## config.mk

```make
export PLATFORM = sky130hd
export DESIGN_NAME = bec_regs
export DESIGN_NICKNAME = d
export VERILOG_FILES = /design/src/bec_pkg.sv /design/src/bec_regs.sv
export SDC_FILE = /design/constraint.sdc
export NUM_CORES = 1
export LEC_CHECK = 0
export BUFFER_PORTS_ARGS = -buffer_cell sky130_fd_sc_hd__buf_2
export CAP_MARGIN = 20
export CORE_MARGIN = 4
export CORE_UTILIZATION = 48
export DETAILED_ROUTE_END_ITERATION = 6
export PLACE_DENSITY = 0.84
export SKIP_CTS_REPAIR_TIMING = 1
export SLEW_MARGIN = 20
export SYNTH_ARGS = -nofsm -noshare
export SYNTH_HDL_FRONTEND = slang
export SYNTH_SLANG_ARGS = --single-unit
export TNS_END_PERCENT = 10
```

## constraint.sdc

```tcl
create_clock -name clk_sys -period 2.4 [get_ports clk_sys]
set_clock_uncertainty 0.05 [all_clocks]
set_input_delay 0.48 -clock clk_sys [delete_from_list [all_inputs] [get_ports clk_sys]]
set_output_delay 0.48 -clock clk_sys [all_outputs]
set_load 0.05 [all_outputs]
```

## src/bec_pkg.sv

```systemverilog
// ****************************************************************
// Constants for the bridge error and clock-run register bank
// ****************************************************************
package bec_pkg;

    // ************************************************************
    // Register byte offsets
    // ************************************************************
    localparam logic [7:0] OFS_CAUSE = 8'h68; // Error cause flags word
    localparam logic [7:0] OFS_CLOCK_RUN_CONTROL = 8'h6c; // Clock-run control word
    localparam logic [7:0] OFS_PORT_OPT = 8'h74; // Port option word
    localparam logic [7:0] OFS_IRQ_MASK = 8'h78; // Interrupt mask word

    // ************************************************************
    // Field positions inside the 32-bit words
    // ************************************************************
    localparam int CAUSE_LSB = 16; // Cause flags occupy 23:16
    localparam int CAUSE_W = 8; // Eight cause flags
    localparam int BIT_SEC_STOPPED = 24; // Secondary clock stopped
    localparam int BIT_SEC_RUN_EN = 25; // Secondary clock-run enable
    localparam int BIT_PRI_KEEP = 26; // Keep primary clock running
    localparam int BIT_PRI_RUN_EN = 27; // Primary clock-run enable
    localparam int BIT_RUN_MODE = 28; // Idle-stop mode
    localparam int BIT_RD_ALIAS = 1; // Read alias enable
    localparam int BIT_WR_ALIAS = 2; // Write alias enable
    localparam int BIT_PIN_SEEN = 8; // Error pin observed low

    // ************************************************************
    // Reset values
    // ************************************************************
    localparam logic [7:0] RST_CAUSE = 8'h00; // Flags clear
    localparam logic [7:0] RST_IRQ_MASK = 8'h00; // All masked
    localparam logic RST_CTRL_BIT = 1'b0; // Clock-run bits
    localparam logic RST_RD_ALIAS = 1'b1; // Read alias on
    localparam logic RST_WR_ALIAS = 1'b0; // Write alias off

    // ************************************************************
    // Bus command codes
    // ************************************************************
    localparam logic [3:0] PLAIN_MEMORY_READ_CMD = 4'h6;
    localparam logic [3:0] PLAIN_MEMORY_WRITE_CMD = 4'h7;
    localparam logic [3:0] MEMORY_READ_MULTIPLE_CMD = 4'hc;
    localparam logic [3:0] MEMORY_READ_LINE_CMD = 4'he;
    localparam logic [3:0] MEMORY_WRITE_INVALIDATE_CMD = 4'hf;

    // ************************************************************
    // Secondary clock states
    // ************************************************************
    typedef enum logic [0:0] {
        BEC_CLK_RUN = 1'b0,
        BEC_CLK_STOP = 1'b1
    } bec_clk_state_t;

endpackage : bec_pkg

```

## src/bec_regs.sv

```systemverilog
// How it works
// RULE_01: Address parity error sets cause bit 16.
// RULE_02: Posted write data parity sets bit 17.
// RULE_03: Posted write non-delivery sets bit 18.
// RULE_04: Posted write target abort sets bit 19.
// RULE_05: Posted write master abort sets bit 20.
// RULE_06: Delayed write non-delivery sets bit 21.
// RULE_07: Delayed read without data sets bit 22.
// RULE_08: Delayed transaction master timeout sets bit 23.
// RULE_09: Flags reset zero, cleared only by one.
// RULE_10: Bit 24 reports secondary clock stopped.
// RULE_11: Bit 25 enables secondary clock-run, resets zero.
// RULE_12: Bit 27 enables primary clock-run, resets zero.
// RULE_13: Bit 26 one keeps primary clock running.
// RULE_14: Bit 28 selects request or idle stopping.
// RULE_15: Bit 1 aliases read line/multiple to read.
// RULE_16: Bit 2 aliases write-invalidate to write.
// RULE_17: Reserved bits read zero, not writable.
// RULE_18: Error pin needs enable and clear disable.
// RULE_19: Initiators repeat retried requests before timeout.
//
// Design decision made here: strobed register access.
`timescale 1ns/1ns
module bec_regs (
    input wire logic clk_sys,
    input wire logic reset_n,
    input wire logic clk_en,
    input wire logic [7:0] reg_addr,
    input wire logic [31:0] reg_wdata,
    input wire logic reg_wr,
    input wire logic reg_rd,
    output logic [31:0] reg_rdata,
    input wire logic [7:0] cause_event,
    input wire logic serr_enable,
    input wire logic [7:0] event_disable,
    input wire logic sec_bus_idle,
    input wire logic pri_stop_request,
    input wire logic pri_request_pending,
    input wire logic retry_check,
    input wire logic [3:0] retry_cmd,
    input wire logic [3:0] held_cmd,
    output logic cmd_match,
    output logic cmd_match_valid,
    input wire logic primary_system_error_pin_i,
    output logic primary_system_error_pin_o,
    output logic primary_system_error_pin_oe_n,
    output logic sec_clock_stopped,
    output logic pri_clock_stop_allow,
    output logic irq
);

    // ************************************************************
    // Reset synchroniser
    // ************************************************************
    logic [1:0] rst_sync_q; // Two-stage release
    logic rst_n; // Synchronised reset
    // Release reset on the clock, assert it at once
    always_ff @(posedge clk_sys or negedge reset_n) begin
        if (!reset_n) begin
            rst_sync_q <= 2'h0;
        end else begin
            rst_sync_q <= {rst_sync_q[0], 1'b1};
        end
    end
    assign rst_n = rst_sync_q[1];

    // ************************************************************
    // Register storage
    // ************************************************************
    logic [7:0] cause_q; // Sticky error cause flags
    logic [7:0] irq_mask_q; // Interrupt mask
    logic sec_run_en_q; // Secondary clock-run enable
    logic pri_keep_q; // Keep primary clock running
    logic pri_run_en_q; // Primary clock-run enable
    logic run_mode_q; // Idle-stop mode
    logic rd_alias_q; // Read command alias
    logic wr_alias_q; // Write command alias
    bec_pkg::bec_clk_state_t clk_state_q; // Secondary clock state
    bec_pkg::bec_clk_state_t clk_state_d; // Next clock state
    logic [2:0] pin_sync_q; // Error pin synchroniser
    logic pin_seen_q; // Pin observed low, filtered

    // ************************************************************
    // Decode and event qualification
    // ************************************************************
    logic wr_cause; // Write to cause word
    logic wr_clock_run_control; // Write to clock-run word
    logic wr_port; // Write to port option word
    logic wr_mask; // Write to mask word
    logic [7:0] allow; // Per-event pin permission
    logic [7:0] flag_set; // Events that raise the pin
    logic [7:0] flag_clr; // Write-one-to-clear mask
    assign wr_cause = reg_wr && (reg_addr == bec_pkg::OFS_CAUSE);
    assign wr_clock_run_control = reg_wr && (reg_addr == bec_pkg::OFS_CLOCK_RUN_CONTROL);
    assign wr_port = reg_wr && (reg_addr == bec_pkg::OFS_PORT_OPT);
    assign wr_mask = reg_wr && (reg_addr == bec_pkg::OFS_IRQ_MASK);
    // Events without a disable bit depend on the enable alone
    assign allow = {1'b1, ~event_disable[6:1], 1'b1}; // [RULE_18]
    assign flag_set = cause_event & allow & {8{serr_enable}}; // [RULE_18]
    assign flag_clr = wr_cause ?
        reg_wdata[bec_pkg::CAUSE_LSB +: bec_pkg::CAUSE_W] : 8'h00;

    // ************************************************************
    // Cause flags
    // ************************************************************
    // Set wins over a clear in the same cycle
    always_ff @(posedge clk_sys or negedge rst_n) begin
        if (!rst_n) begin
            cause_q <= bec_pkg::RST_CAUSE; // [RULE_09]
        end else if (clk_en) begin
            // Bits 16..23 in order of cause_event [RULE_01] [RULE_02]
            // [RULE_03] [RULE_04] [RULE_05] [RULE_06] [RULE_07] [RULE_08]
            cause_q <= (cause_q & ~flag_clr) | flag_set; // [RULE_09]
        end
    end

    // ************************************************************
    // Error pin driver, open drain
    // ************************************************************
    // Pulls the pin low for one cycle after each cycle holding a qualified event
    always_ff @(posedge clk_sys or negedge rst_n) begin
        if (!rst_n) begin
            primary_system_error_pin_oe_n <= 1'b1;
            primary_system_error_pin_o <= 1'b0;
        end else if (clk_en) begin
            primary_system_error_pin_oe_n <= ~(|flag_set); // [RULE_18]
            primary_system_error_pin_o <= 1'b0;
        end
    end

    // Pin level seen from outside, three stages
    always_ff @(posedge clk_sys or negedge rst_n) begin
        if (!rst_n) begin
            pin_sync_q <= 3'h7;
            pin_seen_q <= 1'b0;
        end else if (clk_en) begin
            pin_sync_q <= {pin_sync_q[1:0], primary_system_error_pin_i};
            // Change taken once second and third stages agree
            if (pin_sync_q[1] == pin_sync_q[2]) begin
                pin_seen_q <= ~pin_sync_q[2];
            end
        end
    end

    // ************************************************************
    // Control registers
    // ************************************************************
    // Clock-run fields, reserved bits are never stored
    always_ff @(posedge clk_sys or negedge rst_n) begin
        if (!rst_n) begin
            sec_run_en_q <= bec_pkg::RST_CTRL_BIT; // [RULE_11]
            pri_keep_q <= bec_pkg::RST_CTRL_BIT;
            pri_run_en_q <= bec_pkg::RST_CTRL_BIT; // [RULE_12]
            run_mode_q <= bec_pkg::RST_CTRL_BIT;
        end else if (clk_en && wr_clock_run_control) begin
            sec_run_en_q <= reg_wdata[bec_pkg::BIT_SEC_RUN_EN]; // [RULE_11]
            pri_keep_q <= reg_wdata[bec_pkg::BIT_PRI_KEEP];
            pri_run_en_q <= reg_wdata[bec_pkg::BIT_PRI_RUN_EN]; // [RULE_12]
            run_mode_q <= reg_wdata[bec_pkg::BIT_RUN_MODE];
        end
    end

    // Alias enables
    always_ff @(posedge clk_sys or negedge rst_n) begin
        if (!rst_n) begin
            rd_alias_q <= bec_pkg::RST_RD_ALIAS; // [RULE_15]
            wr_alias_q <= bec_pkg::RST_WR_ALIAS; // [RULE_16]
        end else if (clk_en && wr_port) begin
            rd_alias_q <= reg_wdata[bec_pkg::BIT_RD_ALIAS];
            wr_alias_q <= reg_wdata[bec_pkg::BIT_WR_ALIAS];
        end
    end

    // Interrupt mask
    always_ff @(posedge clk_sys or negedge rst_n) begin
        if (!rst_n) begin
            irq_mask_q <= bec_pkg::RST_IRQ_MASK;
        end else if (clk_en && wr_mask) begin
            irq_mask_q <= reg_wdata[7:0];
        end
    end

    // ************************************************************
    // Secondary clock stop machine
    // ************************************************************
    // Mode picks idle-driven or request-driven stopping
    always_comb begin
        clk_state_d = bec_pkg::BEC_CLK_RUN;
        case (clk_state_q)
            bec_pkg::BEC_CLK_RUN, bec_pkg::BEC_CLK_STOP: begin // Stop or hold
                if (sec_run_en_q && (run_mode_q ?
                    (sec_bus_idle && !pri_request_pending) :
                    pri_stop_request)) begin // [RULE_14]
                    clk_state_d = bec_pkg::BEC_CLK_STOP;
                end
            end
            default: begin
                clk_state_d = bec_pkg::BEC_CLK_RUN;
            end
        endcase
    end

    // State register
    always_ff @(posedge clk_sys or negedge rst_n) begin
        if (!rst_n) begin
            clk_state_q <= bec_pkg::BEC_CLK_RUN; // [RULE_10]
        end else if (clk_en) begin
            clk_state_q <= clk_state_d;
        end
    end

    // Clock outputs
    always_ff @(posedge clk_sys or negedge rst_n) begin
        if (!rst_n) begin
            sec_clock_stopped <= 1'b0;
            pri_clock_stop_allow <= 1'b0;
        end else if (clk_en) begin
            sec_clock_stopped <= (clk_state_d == bec_pkg::BEC_CLK_STOP);
            // Primary may stop only behind a stopped secondary
            pri_clock_stop_allow <= pri_run_en_q && !pri_keep_q &&
                (clk_state_d == bec_pkg::BEC_CLK_STOP); // [RULE_13]
        end
    end

    // ************************************************************
    // Retry command matching
    // ************************************************************
    // Folds aliased commands onto their plain form
    function automatic logic [3:0] bec_fold(input logic [3:0] cmd,
                                            input logic rd_al,
                                            input logic wr_al);
        logic [3:0] res;
        res = cmd;
        if (rd_al && (cmd == bec_pkg::MEMORY_READ_LINE_CMD ||
            cmd == bec_pkg::MEMORY_READ_MULTIPLE_CMD)) begin
            res = bec_pkg::PLAIN_MEMORY_READ_CMD; // [RULE_15]
        end else if (wr_al &&
            cmd == bec_pkg::MEMORY_WRITE_INVALIDATE_CMD) begin
            res = bec_pkg::PLAIN_MEMORY_WRITE_CMD; // [RULE_16]
        end
        return res;
    endfunction : bec_fold

    // Answer one cycle after each check
    always_ff @(posedge clk_sys or negedge rst_n) begin
        if (!rst_n) begin
            cmd_match <= 1'b0;
            cmd_match_valid <= 1'b0;
        end else if (clk_en) begin
            cmd_match_valid <= retry_check;
            if (retry_check) begin
                cmd_match <= bec_fold(retry_cmd, rd_alias_q, wr_alias_q) ==
                    bec_fold(held_cmd, rd_alias_q, wr_alias_q);
            end
        end
    end

    // ************************************************************
    // Read port and interrupt
    // ************************************************************
    // Read data one cycle later, unmapped reads give zero
    always_ff @(posedge clk_sys or negedge rst_n) begin
        if (!rst_n) begin
            reg_rdata <= 32'h0000_0000;
        end else if (clk_en) begin
            reg_rdata <= 32'h0000_0000; // [RULE_17]
            if (reg_rd && reg_addr == bec_pkg::OFS_CAUSE) begin
                reg_rdata[bec_pkg::CAUSE_LSB +: bec_pkg::CAUSE_W] <= cause_q;
            end else if (reg_rd && reg_addr == bec_pkg::OFS_CLOCK_RUN_CONTROL) begin
                reg_rdata[bec_pkg::BIT_SEC_STOPPED] <=
                    (clk_state_q == bec_pkg::BEC_CLK_STOP); // [RULE_10]
                reg_rdata[bec_pkg::BIT_SEC_RUN_EN] <= sec_run_en_q;
                reg_rdata[bec_pkg::BIT_PRI_KEEP] <= pri_keep_q;
                reg_rdata[bec_pkg::BIT_PRI_RUN_EN] <= pri_run_en_q;
                reg_rdata[bec_pkg::BIT_RUN_MODE] <= run_mode_q;
            end else if (reg_rd && reg_addr == bec_pkg::OFS_PORT_OPT) begin
                reg_rdata[bec_pkg::BIT_RD_ALIAS] <= rd_alias_q;
                reg_rdata[bec_pkg::BIT_WR_ALIAS] <= wr_alias_q;
            end else if (reg_rd && reg_addr == bec_pkg::OFS_IRQ_MASK) begin
                reg_rdata[7:0] <= irq_mask_q;
                reg_rdata[bec_pkg::BIT_PIN_SEEN] <= pin_seen_q;
            end
        end
    end

    // Level interrupt from unmasked flags
    always_ff @(posedge clk_sys or negedge rst_n) begin
        if (!rst_n) begin
            irq <= 1'b0;
        end else if (clk_en) begin
            irq <= |(((cause_q & ~flag_clr) | flag_set) & irq_mask_q);
        end
    end
endmodule : bec_regs

```

# ---- After elaboration in Yosys (flattened, before gate mapping)
# Cells that the tools add are included.
dict set report classes {
  add_sub_neg 0
  mul 0
  n_div 0
  order_cmp 0
  n_eq_ne 12
  n_shift 0
  mux 20
  n_bitwise 9
  n_reduce_logical 27
}
# op n
set ops {}
lappend ops {{AND 8 bit} 4}
lappend ops {{== test 8 x 7 -> 1 bit (second input constant)} 4}
lappend ops {{2-to-1 mux 4 bit} 8}
lappend ops {{2-to-1 mux 9 bit} 3}
lappend ops {{== test 4 bit (second input constant)} 6}
lappend ops {{logical AND 1 bit} 19}
lappend ops {{2-to-1 mux 8 bit} 2}
lappend ops {{OR reduction 8 bit} 2}
lappend ops {{2-to-1 mux 5 bit} 2}
lappend ops {{inverter 8 bit} 1}
lappend ops {{OR 8 bit} 1}
lappend ops {{2-to-1 mux 6 bit} 1}
lappend ops {{inverter 6 bit} 1}
lappend ops {{== test 4 bit} 1}
lappend ops {{AND reduction 2 bit} 2}
lappend ops {{2-to-1 mux 1 bit} 3}
lappend ops {{zero test 1 bit} 2}
lappend ops {{logical OR 1 bit} 2}
lappend ops {{2-to-1 mux 2 bit} 1}
lappend ops {{inverter 1 bit} 2}
lappend ops {{== test 1 bit} 1}
dict set report totals {
  regBits 56
  latch_bits 0
  ram_bits 0
  mem_bits_ro 0
  inputBits 75
  output_inout_bits 39
  wordCells 86
  n_memories 0
}

# ---- Depth between registers and ports, before layout
dict set report depth {
  word_depth 8
  depth_mapped 6
  depth_no_buf 5
}

# ---- Least setup slack after synthesis
# Ideal clock, no wire load.
dict set report synth_timing {
  path_type {input -> register}
  startpoint {input reg_addr[2]}
  endpoint {register irq}
  setup_time_ns 0.133
  t_arrival_ns 1.735
  required_time_ns 2.217
  slack_ns 0.482
  path_stages 6
  path_buffers 1
  path_cell_list {or4b_4 nor3b_4 buf_6 a21oi_2 a311oi_2 a31oi_1}
}
dict set report synth_via {
  elab_chain_len 8
}
# element line_no
set synth_rtl {}
lappend synth_rtl {{start, declared} bec_regs.sv:28} ;# input wire logic [7:0] reg_addr,
lappend synth_rtl {{== test 8 x 7 -> 1 bit} bec_regs.sv:93} ;# assign wr_cause = reg_wr && (reg_addr == bec_pkg::OFS_CAUSE);
lappend synth_rtl {{logical AND 1 bit} bec_regs.sv:93}
lappend synth_rtl {{2-to-1 mux 8 bit} bec_regs.sv:100} ;# assign flag_clr = wr_cause ?
lappend synth_rtl {{inverter 8 bit} bec_regs.sv:291} ;# irq <= |(((cause_q & ~flag_clr) | flag_set) & irq_mask_q);
lappend synth_rtl {{AND 8 bit} bec_regs.sv:291}
lappend synth_rtl {{OR 8 bit} bec_regs.sv:291}
lappend synth_rtl {{AND 8 bit} bec_regs.sv:291}
lappend synth_rtl {{OR reduction 8 bit} bec_regs.sv:291}
lappend synth_rtl {{end signal, assigned} bec_regs.sv:291}
lappend synth_rtl {{end, declared} bec_regs.sv:49} ;# output logic irq
# Every way passes these cells.
# A chain may end at the register's enable or synchronous reset.

# ---- Worst setup path after layout
# Same ends and word-level chain as after synthesis.

==> results.md <==
- Relative slew margins: between 40% and 50%
- Worst Setup Slack, final: just under 500 ps
- DIE WIDTH: between 80 and 90 um
- RSZ-0062 raised after global routing: false
- Worst-path clk slew: ~100 ps
- Tcrit/Tclk final: around 80%
- Number of flops mapped to enable cells by yosys: 0
- Chip height: just over 80 um
- Grt ovf: 0
- WHS: ~320 ps
- Vias in the first global route: 2216
- Std-Cell Core Area: between 5000 and 6000 um^2
- Synth-to-Final Area Change: 21.3%
- TritonCTS buffer count: 5
- CTS Sinks: 56
- Largest net degree at the start of global routing: 41
- Clk Latency, worst-skew pair: around 310 ps
- Fin Setup TNS: 0 ps
- Via count: between 2000 and 2500
- Critical path class: input pin to flip-flop
- Pwr Density: about 570 nW/um^2
- MaxCap Viol Count: 0
- Leading cell type in the layout, fill and taps excluded: buf_2
- Tot Pwr: 1.86 mW
- Post-DP Area: 3180 um^2
- Initial antenna violation count: 0
- CP endpoint kind: flip-flop
- LEAKAGE: 1.67 nW
- Routed Antenna Nets: 0
- Worst Tran Pin Value: between 800 and 900 ps
- Worst path arrival time: around 2100 ps
- Inserted Diodes: 0
- Crit path required time: 2540 ps
- Yosys reg bits: 56
- Syn avg cell area: between 10 and 15 um^2
- I/O Buffers: 88
- Initial core utilization: approximately half
- Sequential share of the synthesized area: between 50% and 60%
- Detail Placement HPWL: approximately 4900 um
- Setup violations, final: 0
- Fmax: 522 MHz
- Drt drc: 0
- CTS Root Cell: clkbuf_8
- Synthesized area: between 2000 and 3000 um^2
- First-pass GRT wire length: between 10000 and 15000 um
- Pre-Repair DR Iteration Count: 4
- DR vias/cell: approximately 5.4
- Most frequent cells in the layout: buf_2, dfrtp_1, o21ai_0
- Tmin final: 1920 ps
- Routed WL: approximately 6200 um
- Die ar.: approximately 6900 um^2
- Finished Cell Area: ~3300 um^2
- I/O pin count: roughly 110
- Worst Path Max Fanout: 5
- Nets: just over 400
- Fillers: 497
- Post-place setup slack: 181 ps
- Post-synth ARST share: 100%
- Status: finished, final reports clean
- CTS tree: yes
- Longest Clk Path Bufs: 2
- Mapped Cells: around 240
- Final Max Slew Viols: 0
- Avg WL per Cell: 15.4 um
- Startpoint Class: input pin
- Gp weighted congestion: approximately 0.9
- Synth unique cells: 44
- Top FF cell, synth: dfrtp_1
- Rows: 27
- H-tree Lvls: 2
- Layout cells sized above 1: between 40% and 50%
- Worst VDD drop: about 520 uV
- Gr usage total: roughly 19%
- YS warnings: 0
- Worst hold-check path type: flip-flop to flip-flop
- Final hold vios: 0
- Initial DRC Count: 69
==> power by group <==
group | switching [mW] | internal [mW] | total, mW
clock network | 0.307 | 0.208 | 0.515
registers | 0.0394 | 0.992 | 1.03
logic | 0.209 | 0.103 | 0.312
==> final timing paths <==
path                                               from                        end  slack [ps]  depth (start not counted)
worst max-delay path                        reg_addr[2]            irq$_DFFE_PN0P_         480                          6
worst min-delay path            rst_sync_q[0]$_DFF_PN0_    rst_sync_q[1]$_DFF_PN0_         320                          0
worst max register to register   rd_alias_q$_DFFE_PN1P_      cmd_match$_DFFE_PN0P_         930                          4
worst min register to register  rst_sync_q[0]$_DFF_PN0_    rst_sync_q[1]$_DFF_PN0_         320                          0
max in group asynchronous       rst_sync_q[1]$_DFF_PN0_   pri_run_en_q$_DFFE_PN0P_        1260                          1
min in group asynchronous       rst_sync_q[1]$_DFF_PN0_  reg_rdata[23]$_DFFE_PN0P_         330                          0
==> stage by stage <==
stage	instances	util, %
floorplan	248	-
global placement	393	58.0
detailed placement	393	58.0
CTS	401	59.6
global route	402	59.8
finish	402	59.8
==> Yosys cell counts, types with 2 or more instances <==
| master | count | area, um^2 |
|---|---|---|
| a21oi_1 | 2 | 10.0 |
| a21oi_2 | 2 | 17.5 |
| a22o_1 | 16 | 140 |
| a31oi_1 | 4 | 25.0 |
| a32o_1 | 2 | 20.0 |
| a32oi_1 | 4 | 35.0 |
| and3b_1 | 5 | 43.8 |
| buf_1 | 2 | 7.51 |
| buf_4 | 11 | 82.6 |
| buf_6 | 2 | 22.5 |
| clkbuf_1 | 5 | 18.8 |
| conb_1 | 2 | 7.51 |
| dfrtp_1 | 51 | 1280 |
| dfstp_2 | 5 | 131 |
| inv_1 | 9 | 33.8 |
| mux2_2 | 16 | 180 |
| mux2i_1 | 9 | 90.1 |
| nand2_1 | 8 | 30.0 |
| nand2b_1 | 2 | 12.5 |
| nand3_1 | 10 | 50.1 |
| nand3b_1 | 5 | 37.5 |
| nand4_1 | 4 | 25.0 |
| nor2_1 | 13 | 48.8 |
| nor2b_1 | 4 | 25.0 |
| nor3_1 | 2 | 10.0 |
| nor4_1 | 2 | 12.5 |
| o21ai_0 | 20 | 100 |
| o2bb2ai_1 | 3 | 26.3 |
| xor2_1 | 3 | 26.3 |
==> registers in the layout, indices dropped and copies added (netlist names), 2 cells and up <==
name        flops
irq_mask_q      8
rst_sync_q      2
pin_sync_q      3
reg_rdata      22
cause_q         8
==> cells by family after synthesis <==
family,after synthesis,synth area share [%]
simple gates,67,15.5
compound gates,56,15.0
flops,56,52.1
buf+inv,29,6.12
mux,25,10.0
xor+xnor,3,0.973
other cells,2,0.278
==> routing by layer <==
metal	GRT usage (%)	vias up	routed length, um
li1	-	1031	-
met1	23.3	1048	2640
met2	31.0	77	3040
met3	5.06	10	431
met4	5.94	0	88
met5	0	-	0
==> critical path, cell delays in order <==
cell,delay [ps]
buf_2,120
or4b_4,580
nor3b_4,350
a31oi_1,150
a311oi_2,260
a31oi_1,110
==> layout make-up <==
type / instances / area (um^2) / share of cell area, %
timing repair buffer: 94 / 488 / 14.9
multi-input combinational: 163 / 1160 / 35.6
tap: 72 / 90.1 / 2.75
clock buffer: 6 / 72.6 / 2.22
sequential: 56 / 1410 / 43.0
inverter: 9 / 33.8 / 1.03
clock inverter: 2 / 16.3 / 0.497
Power figures use the tool's default switching activity.
